===== src/hdl/irt_cfg.svh =====
// Purpose: constants for the ingress rate table access block
// Assumes: register numbers are word indices on the switch register port
// Notes:   table entries are 16 bits, reached only through the command register
// How it works
// - table holds 24 rate entries plus committed and excess burst, 16 bits each
// - excess burst limit in bytes, resets to 0x0600, excess bursts dropped
// - committed burst limit in bytes, resets to 0x0600, randomly discarded
// - buckets start at default burst; lower limit caps only after draining
// - rate entry gives time per byte as (value+1)*20 ns, resets 0x0014
// - pending flag bit 0 high during a command, self-clears when done
// - write data bits 15:0 feed the next write command, reset zero
// - read data bits 15:0 hold last read result, read-only, reset zero
// - command register write starts access; bit 7 one reads, zero writes
// - type bits 6:5: 01 rate, 10 committed burst, 11 excess burst, 00 reserved
// - index bits 4:0 select one of 24 rate entries
`ifndef IRT_CFG_SVH
`define IRT_CFG_SVH
`define IRT_IDX_CFG       16'h184a
`define IRT_IDX_CMD       16'h184b
`define IRT_IDX_STS       16'h184c
`define IRT_IDX_WDATA     16'h184d
`define IRT_IDX_RDATA     16'h184e
`define IRT_CMD_RNW_BIT   7
`define IRT_CMD_TYPE_HI   6
`define IRT_CMD_TYPE_LO   5
`define IRT_CMD_IDX_HI    4
`define IRT_STS_PEND_BIT  0
`define IRT_BURST_RST     16'h0600
`define IRT_RATE_RST      16'h0014
`define IRT_DATA_RST      16'h0000
`define IRT_RATE_UNIT_NS  20
`define IRT_CLK_NS        10
`define IRT_RATE_UNIT_CYC (`IRT_RATE_UNIT_NS / `IRT_CLK_NS)
`endif


===== src/hdl/irt_pkg.sv =====
// Purpose: types for the ingress rate table access block
// Assumes: nothing
// Notes:   none
package irt_pkg;
   typedef enum logic [1:0] {IRT_TY_RSVD, IRT_TY_RATE, IRT_TY_CBS, IRT_TY_EBS} irt_type_t;
   typedef enum {IRT_IDLE, IRT_EXEC} irt_state_t;
endpackage : irt_pkg


===== src/hdl/irt_table.sv =====
// Purpose: indirect access and storage of the ingress rate metering table
// Assumes: single-cycle register port on the switch core clock
// Notes:   a command completes on the edge after it is taken; pending is high for that cycle
`timescale 1ns/1ps
`default_nettype none
`include "irt_cfg.svh"
module irt_table #(
   parameter int NUM_RATE = 24,
   parameter int DW       = 16
) (
   // clock and reset
   input  wire logic            mclk,
   input  wire logic            reset,
   // register port
   input  wire logic            reg_wr,
   input  wire logic            reg_rd,
   input  wire logic [15:0]     reg_addr,
   input  wire logic [31:0]     reg_wdata,
   output var  logic [31:0]     reg_rdata,
   output var  logic            reg_rvalid,
   // metering datapath view
   input  wire logic [4:0]      meter_idx,
   output var  logic [DW-1:0]   meter_rate,
   output var  logic [DW-1:0]   meter_cbs,
   output var  logic [DW-1:0]   meter_ebs,
   output var  logic [1:0]      rate_mode,
   output var  logic            rate_enable,
   output var  logic            op_pending
);
   import irt_pkg::*;

   typedef struct packed {
      irt_state_t          st;
      logic                rnw;
      irt_type_t           ty;
      logic [4:0]          idx;
      logic [DW-1:0]       wdata;
      logic [DW-1:0]       rdata;
      logic [DW-1:0]       cbs;
      logic [DW-1:0]       ebs;
      logic [NUM_RATE-1:0][DW-1:0] rate;
      logic [2:0]          cfg;
      logic [31:0]         bus;
      logic                bvld;
      logic [DW-1:0]       mrate;
      logic                pend;
   } irt_state_s_t;

   irt_state_s_t s_reg;
   irt_state_s_t s_next;

   function automatic logic hit(input logic [15:0] a, input logic [15:0] idx);
      return a == idx;
   endfunction : hit

   always_comb
   begin
      s_next      = s_reg;
      s_next.bvld = reg_rd;
      s_next.bus  = 32'h0;
      if (reg_rd)
      begin
         if (hit(reg_addr, `IRT_IDX_CFG))   s_next.bus = {29'h0, s_reg.cfg};
         if (hit(reg_addr, `IRT_IDX_STS))   s_next.bus = {31'h0, s_reg.pend};
         if (hit(reg_addr, `IRT_IDX_WDATA)) s_next.bus = {16'h0, s_reg.wdata};
         if (hit(reg_addr, `IRT_IDX_RDATA)) s_next.bus = {16'h0, s_reg.rdata};
      end
      case (s_reg.st)
         IRT_IDLE:
         begin
            if (reg_wr && hit(reg_addr, `IRT_IDX_CFG))
               s_next.cfg = reg_wdata[2:0];
            if (reg_wr && hit(reg_addr, `IRT_IDX_WDATA))
               s_next.wdata = reg_wdata[DW-1:0];
            if (reg_wr && hit(reg_addr, `IRT_IDX_CMD))
            begin
               s_next.rnw  = reg_wdata[`IRT_CMD_RNW_BIT];
               s_next.ty   = irt_type_t'(reg_wdata[`IRT_CMD_TYPE_HI:`IRT_CMD_TYPE_LO]);
               s_next.idx  = reg_wdata[`IRT_CMD_IDX_HI:0];
               s_next.pend = 1'b1;
               s_next.st   = IRT_EXEC;
            end
         end
         IRT_EXEC:
         begin
            // out-of-range index or reserved type writes nothing, loads zero into read data on a read, and still completes
            if (s_reg.rnw)
            begin
               case (s_reg.ty)
                  IRT_TY_RATE: s_next.rdata = (int'(s_reg.idx) < NUM_RATE) ?
                                              s_reg.rate[s_reg.idx] : `IRT_DATA_RST;
                  IRT_TY_CBS:  s_next.rdata = s_reg.cbs;
                  IRT_TY_EBS:  s_next.rdata = s_reg.ebs;
                  default:     s_next.rdata = `IRT_DATA_RST;
               endcase
            end
            else
            begin
               case (s_reg.ty)
                  IRT_TY_RATE: if (int'(s_reg.idx) < NUM_RATE)
                                  s_next.rate[s_reg.idx] = s_reg.wdata;
                  IRT_TY_CBS:  s_next.cbs = s_reg.wdata;
                  IRT_TY_EBS:  s_next.ebs = s_reg.wdata;
                  default:     s_next.cbs = s_reg.cbs;
               endcase
            end
            s_next.pend = 1'b0;
            s_next.st   = IRT_IDLE;
         end
         default: s_next.st = IRT_IDLE;
      endcase
      s_next.mrate = (int'(meter_idx) < NUM_RATE) ? s_next.rate[meter_idx] : `IRT_RATE_RST;
   end

   always_ff @(posedge mclk)
   begin
      if (reset)
      begin
         s_reg       <= '0;
         s_reg.st    <= IRT_IDLE;
         s_reg.ty    <= IRT_TY_RSVD;
         s_reg.cbs   <= `IRT_BURST_RST;
         s_reg.ebs   <= `IRT_BURST_RST;
         s_reg.rate  <= {NUM_RATE{`IRT_RATE_RST}};
         s_reg.mrate <= `IRT_RATE_RST;
      end
      else
         s_reg <= s_next;
   end

   // datapath sees the entry value; time per byte is (value+1) rate units
   assign reg_rdata   = s_reg.bus;
   assign reg_rvalid  = s_reg.bvld;
   assign meter_rate  = s_reg.mrate;
   assign meter_cbs   = s_reg.cbs;
   assign meter_ebs   = s_reg.ebs;
   assign rate_mode   = s_reg.cfg[2:1];
   assign rate_enable = s_reg.cfg[0];
   assign op_pending  = s_reg.pend;
endmodule : irt_table
`default_nettype wire


===== config.mk =====
export PLATFORM = sky130hd
export DESIGN_NAME = irt_table
export DESIGN_NICKNAME = d
export VERILOG_FILES = /design/src/hdl/irt_pkg.sv /design/src/hdl/irt_table.sv
export VERILOG_INCLUDE_DIRS = /design/src /design/src/hdl
export SDC_FILE = /design/constraint.sdc
export NUM_CORES = 1
export LEC_CHECK = 0
export BUFFER_PORTS_ARGS = -buffer_cell sky130_fd_sc_hd__buf_2
export CAP_MARGIN = 10
export CELL_PAD_IN_SITES_DETAIL_PLACEMENT = 2
export CELL_PAD_IN_SITES_GLOBAL_PLACEMENT = 2
export CORE_UTILIZATION = 37
export CTS_CLUSTER_DIAMETER = 200
export DETAILED_ROUTE_END_ITERATION = 8
export HOLD_SLACK_MARGIN = 0.05
export MAX_ROUTING_LAYER = met4
export PLACE_DENSITY_LB_ADDON = 0.1
export SYNTH_ARGS = -nofsm -noshare
export SYNTH_HDL_FRONTEND = slang
export SYNTH_SLANG_ARGS = --single-unit

===== constraint.sdc =====
create_clock -name mclk -period 3.3 [get_ports mclk]
set_clock_uncertainty 0.2 [all_clocks]
set_input_delay 0.165 -clock mclk [delete_from_list [all_inputs] [get_ports mclk]]
set_output_delay 0.165 -clock mclk [all_outputs]
set_load 0.05 [all_outputs]

# Yosys cells after proc, flatten, opt, wreduce, memory -nomap -nowiden
# Cells that the tools add are included.
[op_classes]
magnitude_cmp = 5
eq_ne = 9
mux = 19
bitwise = 4
reduce_logical = 17
[ops]
columns = ["operator", "n"]
rows = [
  ["$mux W384", 4],
  ["$bwmux W384", 1],
  ["$bmux W16 S5", 2],
  ["$mux W16", 7],
  ["$demux W16 S5", 1],
  ["$eq A16 B13 Y1 const B", 5],
  ["$pmux W16 S3", 1],
  ["$logic_not A32 Y1", 1],
  ["$lt A5 B6 Y1 const B", 2],
  ["$lt A5 B5 Y1 const B", 2],
  ["$reduce_and A2 Y1", 5],
  ["$reduce_and A3 Y1", 2],
  ["$reduce_or A2 Y1", 3],
  ["$ge A5 B1 Y1 const B", 1],
  ["$reduce_or A5 Y1", 1],
  ["$eq A2 B2 Y1 const B", 2],
  ["$logic_and A1 B1 Y1", 4],
  ["$not A1 Y1", 4],
  ["$mux W3", 1],
  ["$eq A2 B1 Y1 const B", 1],
  ["$ne A2 B2 Y1 const B", 1],
  ["$pmux W1 S2", 1],
  ["$reduce_bool A2 Y1", 1],
  ["$mux W1", 1],
]
[word_totals]
regBits = 510
out_inout_bits = 85

# Longest topological paths before layout
[logic_depth]
ltp_word = 11
mapped_depth = 10

# Worst setup path after synthesis
# OpenSTA, ideal clock, no wires.
[synth_path]
path_type = "reg2reg"
from = "reg s_reg[507] (netlist name)"
to = "reg s_reg (netlist bit meter_rate[4])"
setup_ns = 0.133
arrival_ns = 2.135
required_time_ns = 2.967
slack_ns = 0.831
stages_incl_launch_ff = 11
synth_period_minus_slack_ns = 2.469
path_cell_list = "dfxtp_1 -> buf_6 -> nand4bb_4 -> buf_6 -> buf_6 -> o31a_1 -> buf_6 -> a221oi_2 -> o21ai_1 -> a31oi_1 -> o211ai_1"
[synth_via]
elab_chain_len = 6
[synth_lines]
columns = ["item", "line_no", "source"]
rows = [
  ["start, declared", "irt_table.sv:49", "irt_state_s_t s_reg;"],
  ["start signal, assigned", "irt_table.sv:128", "s_reg <= s_next;"],
  ["$eq A2 B1 Y1", "irt_table.sv:99", "case (s_reg.ty)"],
  ["$mux W384", "irt_table.sv:99", ""],
  ["$mux W384", "irt_table.sv:87", "if (s_reg.rnw)"],
  ["$mux W384", "irt_table.sv:68", "case (s_reg.st)"],
  ["$bmux W16 S5", "irt_table.sv:112", "s_next.mrate = (int'(meter_idx) < NUM_RATE) ? s_next.rate[meter_idx] : `IRT_RATE_RST;"],
  ["$mux W16 (not written as such)", "irt_table.sv:112", ""],
]
# Every way passes these cells. The select of a mux whose other input is x is not followed.
# A chain may end at the register's enable or synchronous reset.

# Worst setup path in the final report
[layout_path]
from = "reg s_reg[505] (netlist name)"
to = "reg s_reg (netlist bit meter_rate[0])"
[layout_via]
elab_chain_len = 11
elab_cells_between_ends = 13
[layout_lines]
columns = ["item", "line_no", "source"]
rows = [
  ["$lt A5 B6 Y1 (not written as such) / $ge A5 B1 Y1 (equally long branches)", "irt_table.sv:101", "s_next.rate[s_reg.idx] = s_reg.wdata;"],
  ["$logic_and A1 B1 Y1 (not written as such)", "irt_table.sv:101", ""],
  ["$mux W16 (not written as such)", "irt_table.sv:101", ""],
  ["$demux W16 S5", "irt_table.sv:101", ""],
  ["$bwmux W384", "irt_table.sv:101", ""],
  ["$mux W384 *", "irt_table.sv:100", "IRT_TY_RATE: if (int'(s_reg.idx) < NUM_RATE)"],
  ["$mux W384 *", "irt_table.sv:99", ""],
  ["$mux W384 *", "irt_table.sv:87", ""],
  ["$mux W384 *", "irt_table.sv:68", ""],
  ["$bmux W16 S5 *", "irt_table.sv:112", ""],
  ["$mux W16 (not written as such) *", "irt_table.sv:112", ""],
]
# Every way passes the cells marked *; elsewhere a longest branch is shown, timed or not. The select of a mux whose other input is x is not followed.

==> results.md <==
* Clock tree from TritonCTS: built
* Max-slew violation count at 0
* P&R area growth vs syn at 17.7%
* H-tree depth at 2
* Fin Hold WS at 0.0897 ns
* Root buffer cell: clkbuf_16
* Ys flop type: dfxtp_1
* Max reg flops at 425
* Worst Max-Slew Pin Slew at 1.08 ns
* Period utilization at 0.993
* Period minus WS final at 3.28 ns
* Initial antenna violation count at 7
* Drt wl/cell at 32.6 microns
* Peak supply drop at 0.000388 V
* Critical Path RT at 3.63 ns
* FMAX at 305 MHz
* Unrepaired setup endpoints after global routing: false
* Hold path depth at 4
* Synthesized instance count at 3116
* # rows at 95
* Status: completed
* Max-cap violation count at 0
* Synthesized area per cell at 8.10 sq um
* Ys async rst share at 0
* Die W at 263 microns
* Vias in the first global route at 27.5k
* YS warnings at 0
* Routability cong. at 1.02
* Vias per inst at 6.36
* Clk slew on worst S/H paths at 0.07 ns
* Critical path arrival at 3.61 ns
* Detailed Routing Iterations Pass 1 at 5
* IO Port Bufs at 109
* CTS Buf Count at 58
* R2R depth at 9
* Final worst setup slack at 0.0240 ns
* Drt total wl at 135000 microns
* CTS sink count at 494
* Dpl ws at -0.249 ns
* Most frequent cells in the layout: nand2_1 (776), dfxtp_1 (478), a21oi_1 (375), nor2_1 (261), buf_4 (238)
* Crit-path max FO at 14
* CORE AREA at 67300 sq um
* Placed cells at 3970
* Post-synth EDFFs at 0
* Yosys cell types at 72
* Sequential area share after synthesis at 0.392
* Final setup violation count at 0
* Final #Nets at 3265
* Io pins at 142
* DRT iter0 DRCs at 2464
* DP Area at 27200 sq um
* Vias post-DR at 26.3k
* Largest net degree at the start of global routing at 145
* Crit path cell chain: or3b_1 > buf_4 > o31ai_4 > buf_4 > o22ai_1 > nor3_1 > nor3_1 > buf_4 > a41oi_1
* Detail Placement HPWL at 93800 microns
* Final hold violation count at 0
* Slowest stage delay, CP at 0.50 ns
* Ratio of cells with drive above 1 in the final layout at 0.192
* Pleak at 10.4 nW
* Final instance area at 29700 sq um
* Worst-skew pair later-pin latency at 0.64 ns
* Total die area at 69200 sq um
* Commonest non-fill, non-tap cell in the layout: nand2_1
* Initial Utilization at 0.375
* Detail Route Antenna Nets at 0
* Register bit total from synthesis at 494
* Most frequent CP cell: buf_4
* Clk buf depth at 3
* Critical path type: reg2reg
* Crit start category: register
* First-pass GRT wire length at 195000 microns
* Synthesized area at 25200 sq um
* Die Y-Extent at 263 microns
* Slew Limit Headroom at 0.276
* Pwr dens at 460 nW/um^2
* Tot Pwr at 13.7 mW
* Slowest cell on the critical path: dfxtp_2
* DRC at 0
* Register-to-register setup slack at 0.02 ns
* Tot GR Track Use at 0.394
* Worst min path class: in2reg
* GR Overflow Total at 0
* CP Capture Type: register
* Non-Filler Instances at 4134
per-layer routing:
metal,up-vias,global-route usage,routed length (microns)
met5,-,-,0
met2,1075,0.596,60200
met4,0,0.207,7630
li1,11188,-,-
met3,257,0.0692,9520
met1,13755,0.502,57400
where the power goes:
group          leakage [nW]  switching, mW  internal (mW)
Sequential             3.99         0.0264           5.97
Clock                 0.993           2.82           4.04
Combinational          5.39          0.579          0.227
Total                  10.4           3.42           10.2
worst paths after layout:
kind,startpoint,end
worst max register to register,s_reg[505],meter_rate[0]
worst min register to register,s_reg[290],s_reg[290]
worst max-delay path,s_reg[505],meter_rate[0]
worst min-delay path,meter_idx[2],meter_rate[4]
final cells by class:
class | count | area (sq um)
diodes | 4 | 10.0
fillers | 7405 | 37600
repair buffers | 406 | 3090
inverters | 28 | 105
clock buffers | 86 | 1750
flip-flops and latches | 494 | 9910
clock inverters | 23 | 245
well taps | 873 | 1090
multi-input cells | 2220 | 13500
critical path, delay by kind of cell (launching register included):
family | cells | cell delay, ns
AO/OA/AOI/OAI | 3 | 0.81
buffers and inverters | 3 | 0.65
flip-flops | 1 | 0.50
AND/OR/NAND/NOR | 3 | 1.00
what timing repair did:
item                       in CTS  in global routing
setup buffers                   0                  8
cloned                          0                  0
hold endpoints to repair      110                  0
pin swaps                       0                  1
setup endpoints to repair       4                  6
resized for setup               6                  2
hold buffers                   43                  0
per-stage QoR:
stage                     utilization  setup TNS, ns
after floorplan                     -              0
after global placement          0.404         -0.246
after detailed placement        0.404         -0.496
after CTS                       0.440              0
after global routing            0.442              0
final                           0.442              0
cell families (layout without fill, tap and decap cells):
kind of cell	count (synthesis)	after routing	synth area share
AND/OR/NAND/NOR	1226	1226	0.201
AO/OA/AOI/OAI	836	836	0.223
flip-flops	494	494	0.392
buffers and inverters	417	543	0.0799
multiplexers	139	139	0.103
XOR/XNOR	3	3	0.00104
other	1	20	0.000149
synth_stat cells (6+ instances only):
library cell / number / share of area
o22ai_1: 47 / 0.012
a41oi_1: 14 / 0.0049
a2111oi_0: 16 / 0.0056
dfxtp_1: 494 / 0.39
o21ai_0: 25 / 0.0050
mux4_2: 96 / 0.086
o31a_1: 16 / 0.0056
a211oi_1: 18 / 0.0054
o211ai_1: 52 / 0.015
nand4_1: 8 / 0.0020
o21ai_1: 19 / 0.0038
nor3_1: 42 / 0.0083
nand3_1: 37 / 0.0073
a221o_1: 13 / 0.0052
o31ai_4: 8 / 0.0067
buf_4: 87 / 0.026
mux2i_1: 43 / 0.017
a31oi_1: 18 / 0.0045
a22oi_1: 74 / 0.022
nor3b_1: 7 / 0.0021
o221ai_1: 53 / 0.018
nor2_1: 262 / 0.039
clkbuf_1: 221 / 0.033
buf_1: 6 / 0.00089
buf_2: 70 / 0.014
nand2_1: 776 / 0.12
nor2b_1: 7 / 0.0017
o221a_1: 9 / 0.0040
nor4_1: 39 / 0.0097
o311ai_0: 14 / 0.0049
o31ai_1: 32 / 0.0095
a21oi_1: 375 / 0.074
inv_1: 26 / 0.0039
No activity file was read; power rests on OpenSTA's default activity.
